**src/hdl/hps_defs.svh**
```systemverilog
// Purpose: constants of the headphone offset servo
// Assumes: 8-bit register addresses, 16-bit register data
// Notes: left channel is index 1, right channel index 0
`ifndef HPS_DEFS_SVH
`define HPS_DEFS_SVH
`define HPS_ADDR_CTRL0 8'h54
`define HPS_ADDR_CTRL1 8'h55
`define HPS_ADDR_STORE 8'h57
`define HPS_ADDR_RB_L 8'h59
`define HPS_ADDR_RB_R 8'h5a
`define HPS_EN_LSB 0
`define HPS_DW_LSB 2
`define HPS_SER_LSB 8
`define HPS_SGL_LSB 12
`define HPS_CNT_LSB 5
`define HPS_CNT_MSB 11
`define HPS_PER_LSB 0
`define HPS_PER_MSB 3
`define HPS_CNT_RST 7'h2a
`define HPS_PER_RST 4'ha
`define HPS_EN_RST 2'h0
`define HPS_CORR_RST 8'h00
`define HPS_CORR_MAX 8'h7f
`define HPS_CORR_MIN 8'h80
`define HPS_BASE_TIME_US 256000
`define HPS_CLK_MHZ 125
`define HPS_BASE_CYCLES (`HPS_BASE_TIME_US * `HPS_CLK_MHZ)
`define HPS_MEAS_CYCLES 250
`endif

```
**src/hdl/hps_pkg.sv**
```systemverilog
// Purpose: types of the headphone offset servo
// Assumes: nothing
// Notes: none
package hps_pkg;
    typedef enum logic [1:0] {
        ST_IDLE = 2'h0,
        ST_MEAS = 2'h1,
        ST_ADJ = 2'h3
    } hps_state_e;
    typedef enum logic [1:0] {
        OP_NONE = 2'h0,
        OP_SINGLE = 2'h1,
        OP_SERIES = 2'h2,
        OP_PERIODIC = 2'h3
    } hps_op_e;
    typedef struct packed {
        hps_state_e st;
        hps_op_e op;
        logic sgl_pend;
        logic per_pend;
        logic dw_pend;
        logic [7:0] ser_left;
        logic [15:0] tmr;
        logic [7:0] corr;
    } hps_chan_s;
endpackage : hps_pkg

```
**src/hdl/hps_servo.sv**
```systemverilog
// Purpose: active-mode offset servo control for the two headphone channels
// Assumes: register port behind the two-wire control interface, window comparators per channel
// Notes: index 1 is left, index 0 is right
`timescale 1ns/1ps
`include "hps_defs.svh"
module hps_servo #(
    parameter int BASE_CYCLES = `HPS_BASE_CYCLES,
    parameter int MEAS_CYCLES = `HPS_MEAS_CYCLES
) (
    // clock and reset
    input wire logic clk_in,
    input wire logic rst_in,
    // register port
    input wire logic [7:0] reg_addr_in,
    input wire logic [15:0] reg_wdata_in,
    input wire logic reg_wr_in,
    input wire logic reg_rd_in,
    output logic [15:0] reg_rdata_out,
    output logic reg_rvalid_out,
    // analogue side
    input wire logic [1:0] cmp_high_in,
    input wire logic [1:0] cmp_low_in,
    output logic [7:0] left_correction_out,
    output logic [7:0] right_correction_out
);
    function automatic logic [7:0] hps_step(input logic [7:0] c, input logic hi, input logic lo);
        hps_step = c;
        if (hi && !lo && c != `HPS_CORR_MIN) begin
            hps_step = c - 8'h01;
        end else if (lo && !hi && c != `HPS_CORR_MAX) begin
            hps_step = c + 8'h01;
        end
    endfunction : hps_step

    hps_pkg::hps_chan_s ch_q [2];
    hps_pkg::hps_chan_s ch_d [2];
    logic [1:0] en_q, en_d;
    logic [6:0] cnt_q, cnt_d;
    logic [3:0] per_q, per_d;
    logic [7:0] store_q [2];
    logic [7:0] store_d [2];
    logic [15:0] rdata_q, rdata_d;
    logic rvalid_q;
    logic [24:0] pre_q, pre_d;
    logic [15:0] tcnt_q, tcnt_d;
    logic tick, per_evt, wr0, wr1, wr7;
    logic [1:0] sgl_busy, ser_busy;
    logic [3:0] cmp_s1_q, cmp_s2_q;

    // comparator pins come from the analogue domain
    always_ff @(posedge clk_in) begin
        if (rst_in) begin
            cmp_s1_q <= 4'h0;
            cmp_s2_q <= 4'h0;
        end else begin
            cmp_s1_q <= {cmp_high_in, cmp_low_in};
            cmp_s2_q <= cmp_s1_q;
        end
    end

    // base tick of 0.256 s and periodic event
    always_comb begin
        pre_d = pre_q + 25'h1;
        tick = 1'b0;
        if (pre_q == 25'(BASE_CYCLES - 1)) begin
            pre_d = 25'h0;
            tick = 1'b1;
        end
        tcnt_d = tcnt_q;
        per_evt = 1'b0;
        // timer stays at zero while periodic updates are off
        if (per_q == 4'h0) begin
            tcnt_d = 16'h0;
        end else if (tick) begin
            if (tcnt_q == (16'h1 << per_q) - 16'h1) begin
                tcnt_d = 16'h0;
                per_evt = 1'b1;
            end else begin
                tcnt_d = tcnt_q + 16'h1;
            end
        end
    end

    always_ff @(posedge clk_in) begin
        if (rst_in) begin
            pre_q <= 25'h0;
            tcnt_q <= 16'h0;
        end else begin
            pre_q <= pre_d;
            tcnt_q <= tcnt_d;
        end
    end

    assign wr0 = reg_wr_in && reg_addr_in == `HPS_ADDR_CTRL0;
    assign wr1 = reg_wr_in && reg_addr_in == `HPS_ADDR_CTRL1;
    assign wr7 = reg_wr_in && reg_addr_in == `HPS_ADDR_STORE;

    always_comb begin
        for (int i = 0; i < 2; i++) begin
            sgl_busy[i] = ch_q[i].sgl_pend || ch_q[i].op == hps_pkg::OP_SINGLE;
            ser_busy[i] = ch_q[i].ser_left != 8'h0 || ch_q[i].op == hps_pkg::OP_SERIES;
        end
    end

    // registers, channel engines and read data
    always_comb begin
        en_d = en_q;
        cnt_d = cnt_q;
        per_d = per_q;
        store_d = store_q;
        ch_d = ch_q;
        if (wr0) begin
            en_d = reg_wdata_in[`HPS_EN_LSB +: 2];
        end
        if (wr1) begin
            cnt_d = reg_wdata_in[`HPS_CNT_MSB:`HPS_CNT_LSB];
            per_d = reg_wdata_in[`HPS_PER_MSB:`HPS_PER_LSB];
        end
        if (wr7) begin
            store_d[1] = reg_wdata_in[15:8];
            store_d[0] = reg_wdata_in[7:0];
        end
        for (int i = 0; i < 2; i++) begin
            if (!en_d[i]) begin
                ch_d[i].st = hps_pkg::ST_IDLE;
                ch_d[i].op = hps_pkg::OP_NONE;
                ch_d[i].sgl_pend = 1'b0;
                ch_d[i].per_pend = 1'b0;
                ch_d[i].dw_pend = 1'b0;
                ch_d[i].ser_left = 8'h0;
            end else begin
                unique case (ch_q[i].st)
                    hps_pkg::ST_IDLE: begin
                        ch_d[i].tmr = 16'h0;
                        if (ch_q[i].dw_pend) begin
                            ch_d[i].corr = store_q[i];
                            ch_d[i].dw_pend = 1'b0;
                        end else if (ch_q[i].sgl_pend) begin
                            ch_d[i].st = hps_pkg::ST_MEAS;
                            ch_d[i].op = hps_pkg::OP_SINGLE;
                            ch_d[i].sgl_pend = 1'b0;
                        end else if (ch_q[i].ser_left != 8'h0) begin
                            ch_d[i].st = hps_pkg::ST_MEAS;
                            ch_d[i].op = hps_pkg::OP_SERIES;
                            ch_d[i].ser_left = ch_q[i].ser_left - 8'h1;
                        end else if (ch_q[i].per_pend) begin
                            ch_d[i].st = hps_pkg::ST_MEAS;
                            ch_d[i].op = hps_pkg::OP_PERIODIC;
                            ch_d[i].per_pend = 1'b0;
                        end
                    end
                    hps_pkg::ST_MEAS: begin
                        ch_d[i].tmr = ch_q[i].tmr + 16'h1;
                        if (ch_q[i].tmr == 16'(MEAS_CYCLES - 1)) begin
                            ch_d[i].st = hps_pkg::ST_ADJ;
                        end
                    end
                    hps_pkg::ST_ADJ: begin
                        ch_d[i].corr = hps_step(ch_q[i].corr, cmp_s2_q[2 + i], cmp_s2_q[i]);
                        ch_d[i].st = hps_pkg::ST_IDLE;
                        ch_d[i].op = hps_pkg::OP_NONE;
                    end
                    default: begin
                        ch_d[i].st = hps_pkg::ST_IDLE;
                        ch_d[i].op = hps_pkg::OP_NONE;
                    end
                endcase
                // new requests win over the clear of the same cycle
                if (wr0 && reg_wdata_in[`HPS_SGL_LSB + i]) begin
                    ch_d[i].sgl_pend = 1'b1;
                end
                if (wr0 && reg_wdata_in[`HPS_DW_LSB + i]) begin
                    ch_d[i].dw_pend = 1'b1;
                end
                // a rewrite during a run reloads the full count
                if (wr0 && reg_wdata_in[`HPS_SER_LSB + i]) begin
                    ch_d[i].ser_left = 8'(cnt_d) + 8'h1;
                end
                if (per_evt) begin
                    ch_d[i].per_pend = 1'b1;
                end
            end
        end
        // read data is captured in the strobe cycle and held until the next read
        rdata_d = rdata_q;
        if (reg_rd_in) begin
            rdata_d = 16'h0;
            unique case (reg_addr_in)
                `HPS_ADDR_CTRL0: begin
                    rdata_d[`HPS_EN_LSB +: 2] = en_q;
                    rdata_d[`HPS_DW_LSB +: 2] = {ch_q[1].dw_pend, ch_q[0].dw_pend};
                    rdata_d[`HPS_SER_LSB +: 2] = ser_busy;
                    rdata_d[`HPS_SGL_LSB +: 2] = sgl_busy;
                end
                `HPS_ADDR_CTRL1: begin
                    rdata_d[`HPS_CNT_MSB:`HPS_CNT_LSB] = cnt_q;
                    rdata_d[`HPS_PER_MSB:`HPS_PER_LSB] = per_q;
                end
                `HPS_ADDR_STORE: rdata_d = {store_q[1], store_q[0]};
                `HPS_ADDR_RB_L: rdata_d[7:0] = ch_q[1].corr;
                `HPS_ADDR_RB_R: rdata_d[7:0] = ch_q[0].corr;
                default: rdata_d = 16'h0;
            endcase
        end
    end

    always_ff @(posedge clk_in) begin
        if (rst_in) begin
            en_q <= `HPS_EN_RST;
            cnt_q <= `HPS_CNT_RST;
            per_q <= `HPS_PER_RST;
            store_q <= '{default: `HPS_CORR_RST};
            ch_q <= '{default: '0};
            rdata_q <= 16'h0;
            rvalid_q <= 1'b0;
        end else begin
            en_q <= en_d;
            cnt_q <= cnt_d;
            per_q <= per_d;
            store_q <= store_d;
            ch_q <= ch_d;
            rdata_q <= rdata_d;
            rvalid_q <= reg_rd_in;
        end
    end

    assign reg_rdata_out = rdata_q;
    assign reg_rvalid_out = rvalid_q;
    assign left_correction_out = ch_q[1].corr;
    assign right_correction_out = ch_q[0].corr;

    for (genvar g = 0; g < 2; g++) begin : g_ast

    end
endmodule : hps_servo

```
**config.mk**
```make
export PLATFORM = sky130hd
export DESIGN_NAME = hps_servo
export DESIGN_NICKNAME = d
export VERILOG_FILES = /design/src/hdl/hps_pkg.sv /design/src/hdl/hps_servo.sv
export VERILOG_INCLUDE_DIRS = /design/src /design/src/hdl
export SDC_FILE = /design/constraint.sdc
export NUM_CORES = 1
export LEC_CHECK = 0
export BUFFER_PORTS_ARGS = -buffer_cell sky130_fd_sc_hd__buf_4
export CORE_MARGIN = 1.5
export CORE_UTILIZATION = 59
export DETAILED_ROUTE_END_ITERATION = 16
export GPL_ROUTABILITY_DRIVEN = 0
export HOLD_SLACK_MARGIN = 0.08
export PLACE_DENSITY = 0.84
export SLEW_MARGIN = 0
export SYNTH_ARGS = -nofsm -noshare
export SYNTH_HDL_FRONTEND = slang
export SYNTH_SLANG_ARGS = --single-unit
```
**constraint.sdc**
```tcl
create_clock -name clk_in -period 9.3 [get_ports clk_in]
set_clock_uncertainty 0.15 [all_clocks]
set_input_delay 0.93 -clock clk_in [delete_from_list [all_inputs] [get_ports clk_in]]
set_output_delay 0.93 -clock clk_in [all_outputs]
set_load 0.005 [all_outputs]
```
### Word-level counts from Yosys, hierarchy flattened

Cells that the tools add are included.

* bits in read-only memories: 0
* latch bits: 0
* output and inout port bits: 33
* input bits: 32
* register bits after elaboration: 173
* memory bits (writable): 0
* memories: 0

* add/sub/neg operators: 12
* mux-type cells: 58
* $lt $le $gt $ge: 0
* multipliers: 0
* bitwise operators: 4
* divide/modulo/power cells: 0
* reductions and logical operators: 62
* shift operators: 1
* eq/ne operators: 43

Operators by type and width (count)
* 2-to-1 mux 8 bit: 14
* case mux 16 bit (2 select lines): 2
* adder 16 x 1 -> 16 bit (second input constant): 3
* == test 8 x 7 -> 1 bit (second input constant): 5
* == test 16 x 8 -> 1 bit (second input constant): 2
* case mux 8 bit (2 select lines): 2
* subtractor 8 x 1 -> 8 bit (second input constant): 4
* nonzero test 2 bit: 14
* adder 25 x 1 -> 25 bit (second input constant): 1
* == test 25 bit (second input constant): 1
* 2-to-1 mux 4 bit: 6
* case mux 2 bit (2 select lines): 6
* AND reduction 4 bit: 6
* 2-to-1 mux 11 bit: 2
* != test 2 x 1 -> 1 bit (second input constant): 10
* case mux 4 bit (5 select lines): 1
* logical AND 1 bit: 17
* adder 8 x 1 -> 8 bit (second input constant): 2
* == test 16 bit: 1
* 2-to-1 mux 16 bit: 1
* != test 2 bit (second input constant): 8
* != test 8 x 7 -> 1 bit (second input constant): 2
* != test 8 bit (second input constant): 2
* nonzero test 8 bit: 2
* other kinds (22): 66

### Logic depth before layout (Yosys ltp)

* depth after elaboration: 8
* mapped depth: 14

### Worst setup path after synthesis

No wires, ideal clock.

* path type: flip-flop to flip-flop
* from: register per_q[1]
* to: register tcnt_q[10]
* clock period less this slack: 3.381 ns
* cell stages (with the launch flop): 14
* slack: 5.919 ns
* required time: 9.025 ns
* arrival: 3.106 ns
* setup time: 0.125 ns
* cells stage by stage: dfxtp_1 > buf_2 > buf_2 > nor4_1 > inv_1 > ha_1 > buf_2 > or4b_4 > a21oi_2 > o2111ai_1 > or4_4 > buf_6 > o21bai_4 > nor2_2

* cells in the longest elaborated chain, start to end: 4
* elaborated cells between the ends (all ways): 6
* classes of those cells: add/sub (1); eq/ne (1); shift (1); mux (1); reduce/logical (2)

RTL lines
* from (decl): line hps_servo.sv:39 `logic [3:0] per_q, per_d;`
* from (signal assigned): line hps_servo.sv:211 `` per_q <= `HPS_PER_RST; ``
* from (signal assigned): line hps_servo.sv:219 `per_q <= per_d;`
* << shifter 1 x 4 -> 16 bit: line hps_servo.sv:75 `if (tcnt_q == (16'h1 << per_q) - 16'h1) begin`
* subtractor 16 x 1 -> 16 bit: line hps_servo.sv:75
* == test 16 bit: line hps_servo.sv:75
* 2-to-1 mux 16 bit: line hps_servo.sv:75
* to (signal assigned): line hps_servo.sv:90 `tcnt_q <= tcnt_d;`
* to (decl): line hps_servo.sv:45 `logic [15:0] tcnt_q, tcnt_d;`

Parallel ways exist; a longest one is shown, timed or not.
A chain may end at the register's enable or synchronous reset.

### Final worst setup path

* from: register per_q[2]
* to: register ch_q[33] (netlist bit)

* cells in the longest elaborated chain, start to end: 8
* elaborated cells between the ends (all ways): 13
* classes of those cells: add/sub (1); eq/ne (4); shift (1); mux (4); reduce/logical (3)

RTL lines
* << shifter 1 x 4 -> 16 bit: line hps_servo.sv:75
* subtractor 16 x 1 -> 16 bit: line hps_servo.sv:75
* == test 16 bit: line hps_servo.sv:75
* 2-to-1 mux 1 bit: line hps_servo.sv:75
* 2-to-1 mux 1 bit: line hps_servo.sv:74 `end else if (tick) begin`
* 2-to-1 mux 1 bit *: line hps_servo.sv:72 `if (per_q == 4'h0) begin`
* != test 2 bit (no source line), or another cell as far along
* AND reduction 4 bit (no source line)
* to (signal assigned): line hps_servo.sv:221 `ch_q <= ch_d;`
* to (decl): line hps_servo.sv:35 `hps_pkg::hps_chan_s ch_q [2];`

Every way passes the cells marked *; elsewhere a longest branch is shown, timed or not.

==> results.ini <==
[run_status]
outcome = complete, no violations

[critical_path]
crit_path_max_incr_delay_ps = 600
crit_type = register to register
arrival_ps = 3950
critical-path-top-delay-family = simple AND/OR/NAND/NOR gates
critical_path.max_fanout = 20
slowest_stage = or4_4
cp-start-kind = register
crit_chain = nor4_1 -> inv_1 -> ha_1 -> or4b_4 -> a21oi_2 -> o2111ai_1 -> or4_4 -> or3_1 -> a21oi_1
path_buf_inv = 1
endpoint_kind = register
crit_required_ps = 9510

[clocking]
cts_buffer_depth = 2
clock_latency_ps = 440
cts_sinks = 173
ctsResizeCount = 0
cts_htree_levels = 4
cts_root_buf = clkbuf_16
cts.reportedPaths.clkPinSlew_ps = 70
cts_setup_buffers = 0
cts_hold_repair.buffers = 0
cts_buffers = 17
cts_tree = done

[drt]
num_vias = 8224
post_drt_wl_per_cell_um = 17.0
drc = 0
routed_wl_um = 22800
dr.pass1.iters = 6
antenna_left = 0
drtIter0Drc = 779
via_per_inst = 6.13

[layout]
n_antenna_cell = 0
fin_cells = 1342
synthToLayoutAreaGrowth_pct = 10.5
seqCellArea_sq_um = 3460
multiInputGateArea_sq_um = 5170
fillers = 1241
drive_above_1_share_pct = 10.8
nNetsFinal = 1197

[synth]
syn_area_per_cell_sq_um = 8.07
yosysWarnings = 0
synth_cells = 1131
ys_seq_area_share_pct = 37.9
synth_flop_cell = dfxtp_1
synth_edf_count = 0
ys_ff_latch = 173
synth-async-reset-ratio_pct = 0
syn_nets = 1187
ys_types = 72
netlist_area_sq_um = 9130

[floorplan]
die_h_um = 127
core_sq_um = 15100
die_area_sq_um = 16200
core.rowCount = 45
chipWidth_um = 127
start_util_pct = 60.3
boundaryPins = 65

[worst_hold_path]
min_path_type = register to register

[global_route]
gr-total-overflow = 0
grt_max_degree = 72
antenna_found_initial = 0
grt_usage_pct = 28.4
grt_pass1_vias = 7442
grt_pass1_wl_um = 36700

[sta]
finalSetupViolations = 0
rsz0062_at_grt = false
final.setup.tns_ps = 0
fmax_mhz = 268
period_share_pct = 40.2
relSlewSlack_pct = 17.4
drv_slew = 0
tightest_slew_ps = 1230
hold_violations = 0
period_needed_ps = 3740

[placed_design]
portBuffers = 64
dp.cells = 1310
hpwl_um = 15500

[pwr]
ir_drop_mv = 0.148
p_leak_nw = 3.57
p_per_area_nw_per_um2 = 154
power_w = 0.00155

[job]
cap_violations = 0

-- per-stage QoR --
| step | hold WS [ps] | setup slack, ps | instance area [sq um] | util, % |
|---|---|---|---|---|
| 2_1_floorplan | 264 | 5920 | 9130 | - |
| 3_3_place_gp | 267 | 5510 | 9480 | 62.6 |
| 3_5_place_dp | 275 | 5360 | 9480 | 62.6 |
| 4_1_cts | 292 | 5590 | 10100 | 66.6 |
| 5_1_grt | 318 | 5330 | 10100 | 66.6 |
| 6_report | 294 | 5560 | 10100 | 66.6 |
-- report_power, final --
group | switching, W | internal, W | leakage [nW]
logic | 0.0000323 | 0.0000205 | 1.88
registers | 0.00000275 | 0.000745 | 1.40
clock network | 0.000320 | 0.000429 | 0.294
-- synth_stat cells, types with 4 or more instances --
master      n  area [sq um]
a211oi_1   20           150
a21o_1      5          37.5
a21oi_1    85           425
a221oi_1    4          35.0
a222oi_1    4          40.0
a22oi_1    13          97.6
a311oi_1   11          96.3
a31oi_1     4          25.0
and2_1      5          31.3
and3_1     12          75.1
and4_1      4          35.0
buf_2      11          55.1
buf_4      19           143
clkbuf_1   40           150
dfxtp_1   173          3460
ha_1       22           275
inv_1      33           124
mux2i_1    11           110
nand2_1   129           484
nand2b_1   10          62.6
nand3_1    56           280
nand3b_1    6          45.0
nand4_1    14          87.6
nor2_1    137           514
nor2_2      9          56.3
nor2b_1    24           150
nor3_1     30           150
nor3b_1     7          52.6
nor4_1     26           163
nor4b_1     6          52.6
nor4b_2     6          90.1
o21ai_0    30           150
o21ai_1     7          35.0
or2_1       4          25.0
or3_1      11          68.8
xnor2_1    51           447
xor2_1     44           385
-- routing by layer --
metal	GRT usage [%]	vias up	part of all wire [%]
met5	0	-	0
met4	13.6	0	2.7
met3	5.19	51	7.5
met2	45.2	346	47
met1	37.2	3865	43
li1	-	3962	-
-- sequential cells by signal, summed over array words and instances, names as in the netlist --
signal and cells:
ch_q 62, pre_q 25, reg_rdata_out 16, store_q 16, tcnt_q 16, left_correction_out 8, right_correction_out 8, cnt_q 7
cmp_s1_q 4, cmp_s2_q 4, per_q 4, en_q 2, reg_rvalid_out 1
-- cells in the final DEF, fill, tap and decap left out, types with 6 or more instances in the layout --
| cell | count |
|---|---|
| a211oi_1 | 20 |
| a21oi_1 | 85 |
| a22oi_1 | 13 |
| a311oi_1 | 11 |
| and3_1 | 12 |
| buf_4 | 64 |
| clkbuf_16 | 17 |
| dfxtp_1 | 173 |
| ha_1 | 22 |
| inv_1 | 33 |
| mux2i_1 | 11 |
| nand2_1 | 129 |
| nand2b_1 | 10 |
| nand3_1 | 56 |
| nand3b_1 | 6 |
| nand4_1 | 14 |
| nor2_1 | 137 |
| nor2_2 | 9 |
| nor2b_1 | 24 |
| nor3_1 | 30 |
| nor3b_1 | 7 |
| nor4_1 | 26 |
| nor4b_1 | 6 |
| nor4b_2 | 6 |
| o21ai_0 | 30 |
| o21ai_1 | 7 |
| or3_1 | 11 |
| xnor2_1 | 51 |
| xor2_1 | 44 |
-- worst paths after layout --
check,end,slack (ps),startpoint,cells after the start
max,ch_q[33],5560,per_q[2],9
min,cmp_s2_q[0],290,cmp_s1_q[0],1
max reg2reg,ch_q[33],5560,per_q[2],9
min reg2reg,cmp_s2_q[0],290,cmp_s1_q[0],1
-- worst reg2reg max path: stages, from the launching register on --
cell       delay [ps]
dfxtp_1           530
nor4_1            510
inv_1             130
ha_1              330
or4b_4            550
a21oi_2           140
o2111ai_1         140
or4_4             600
or3_1             430
a21oi_1           170
-- final cells by class --
cell class	count	share of cell area (%)
clock inverter	14	1.81
inverter	33	1.23
tap	188	2.33
sequential	173	34.3
multi-input combinational	852	51.3
clock buffer	18	4.25
timing repair buffer	64	4.76
-- logic make-up after synthesis --
| group | share of synthesized area [%] |
|---|---|
| compound gates | 14.7 |
| xor+xnor | 9.12 |
| fa+ha+maj | 3.45 |
| buf+inv | 5.37 |
| flops | 37.9 |
| mux | 1.33 |
| simple gates | 28.1 |
No activity file was read; power rests on OpenSTA's default activity.
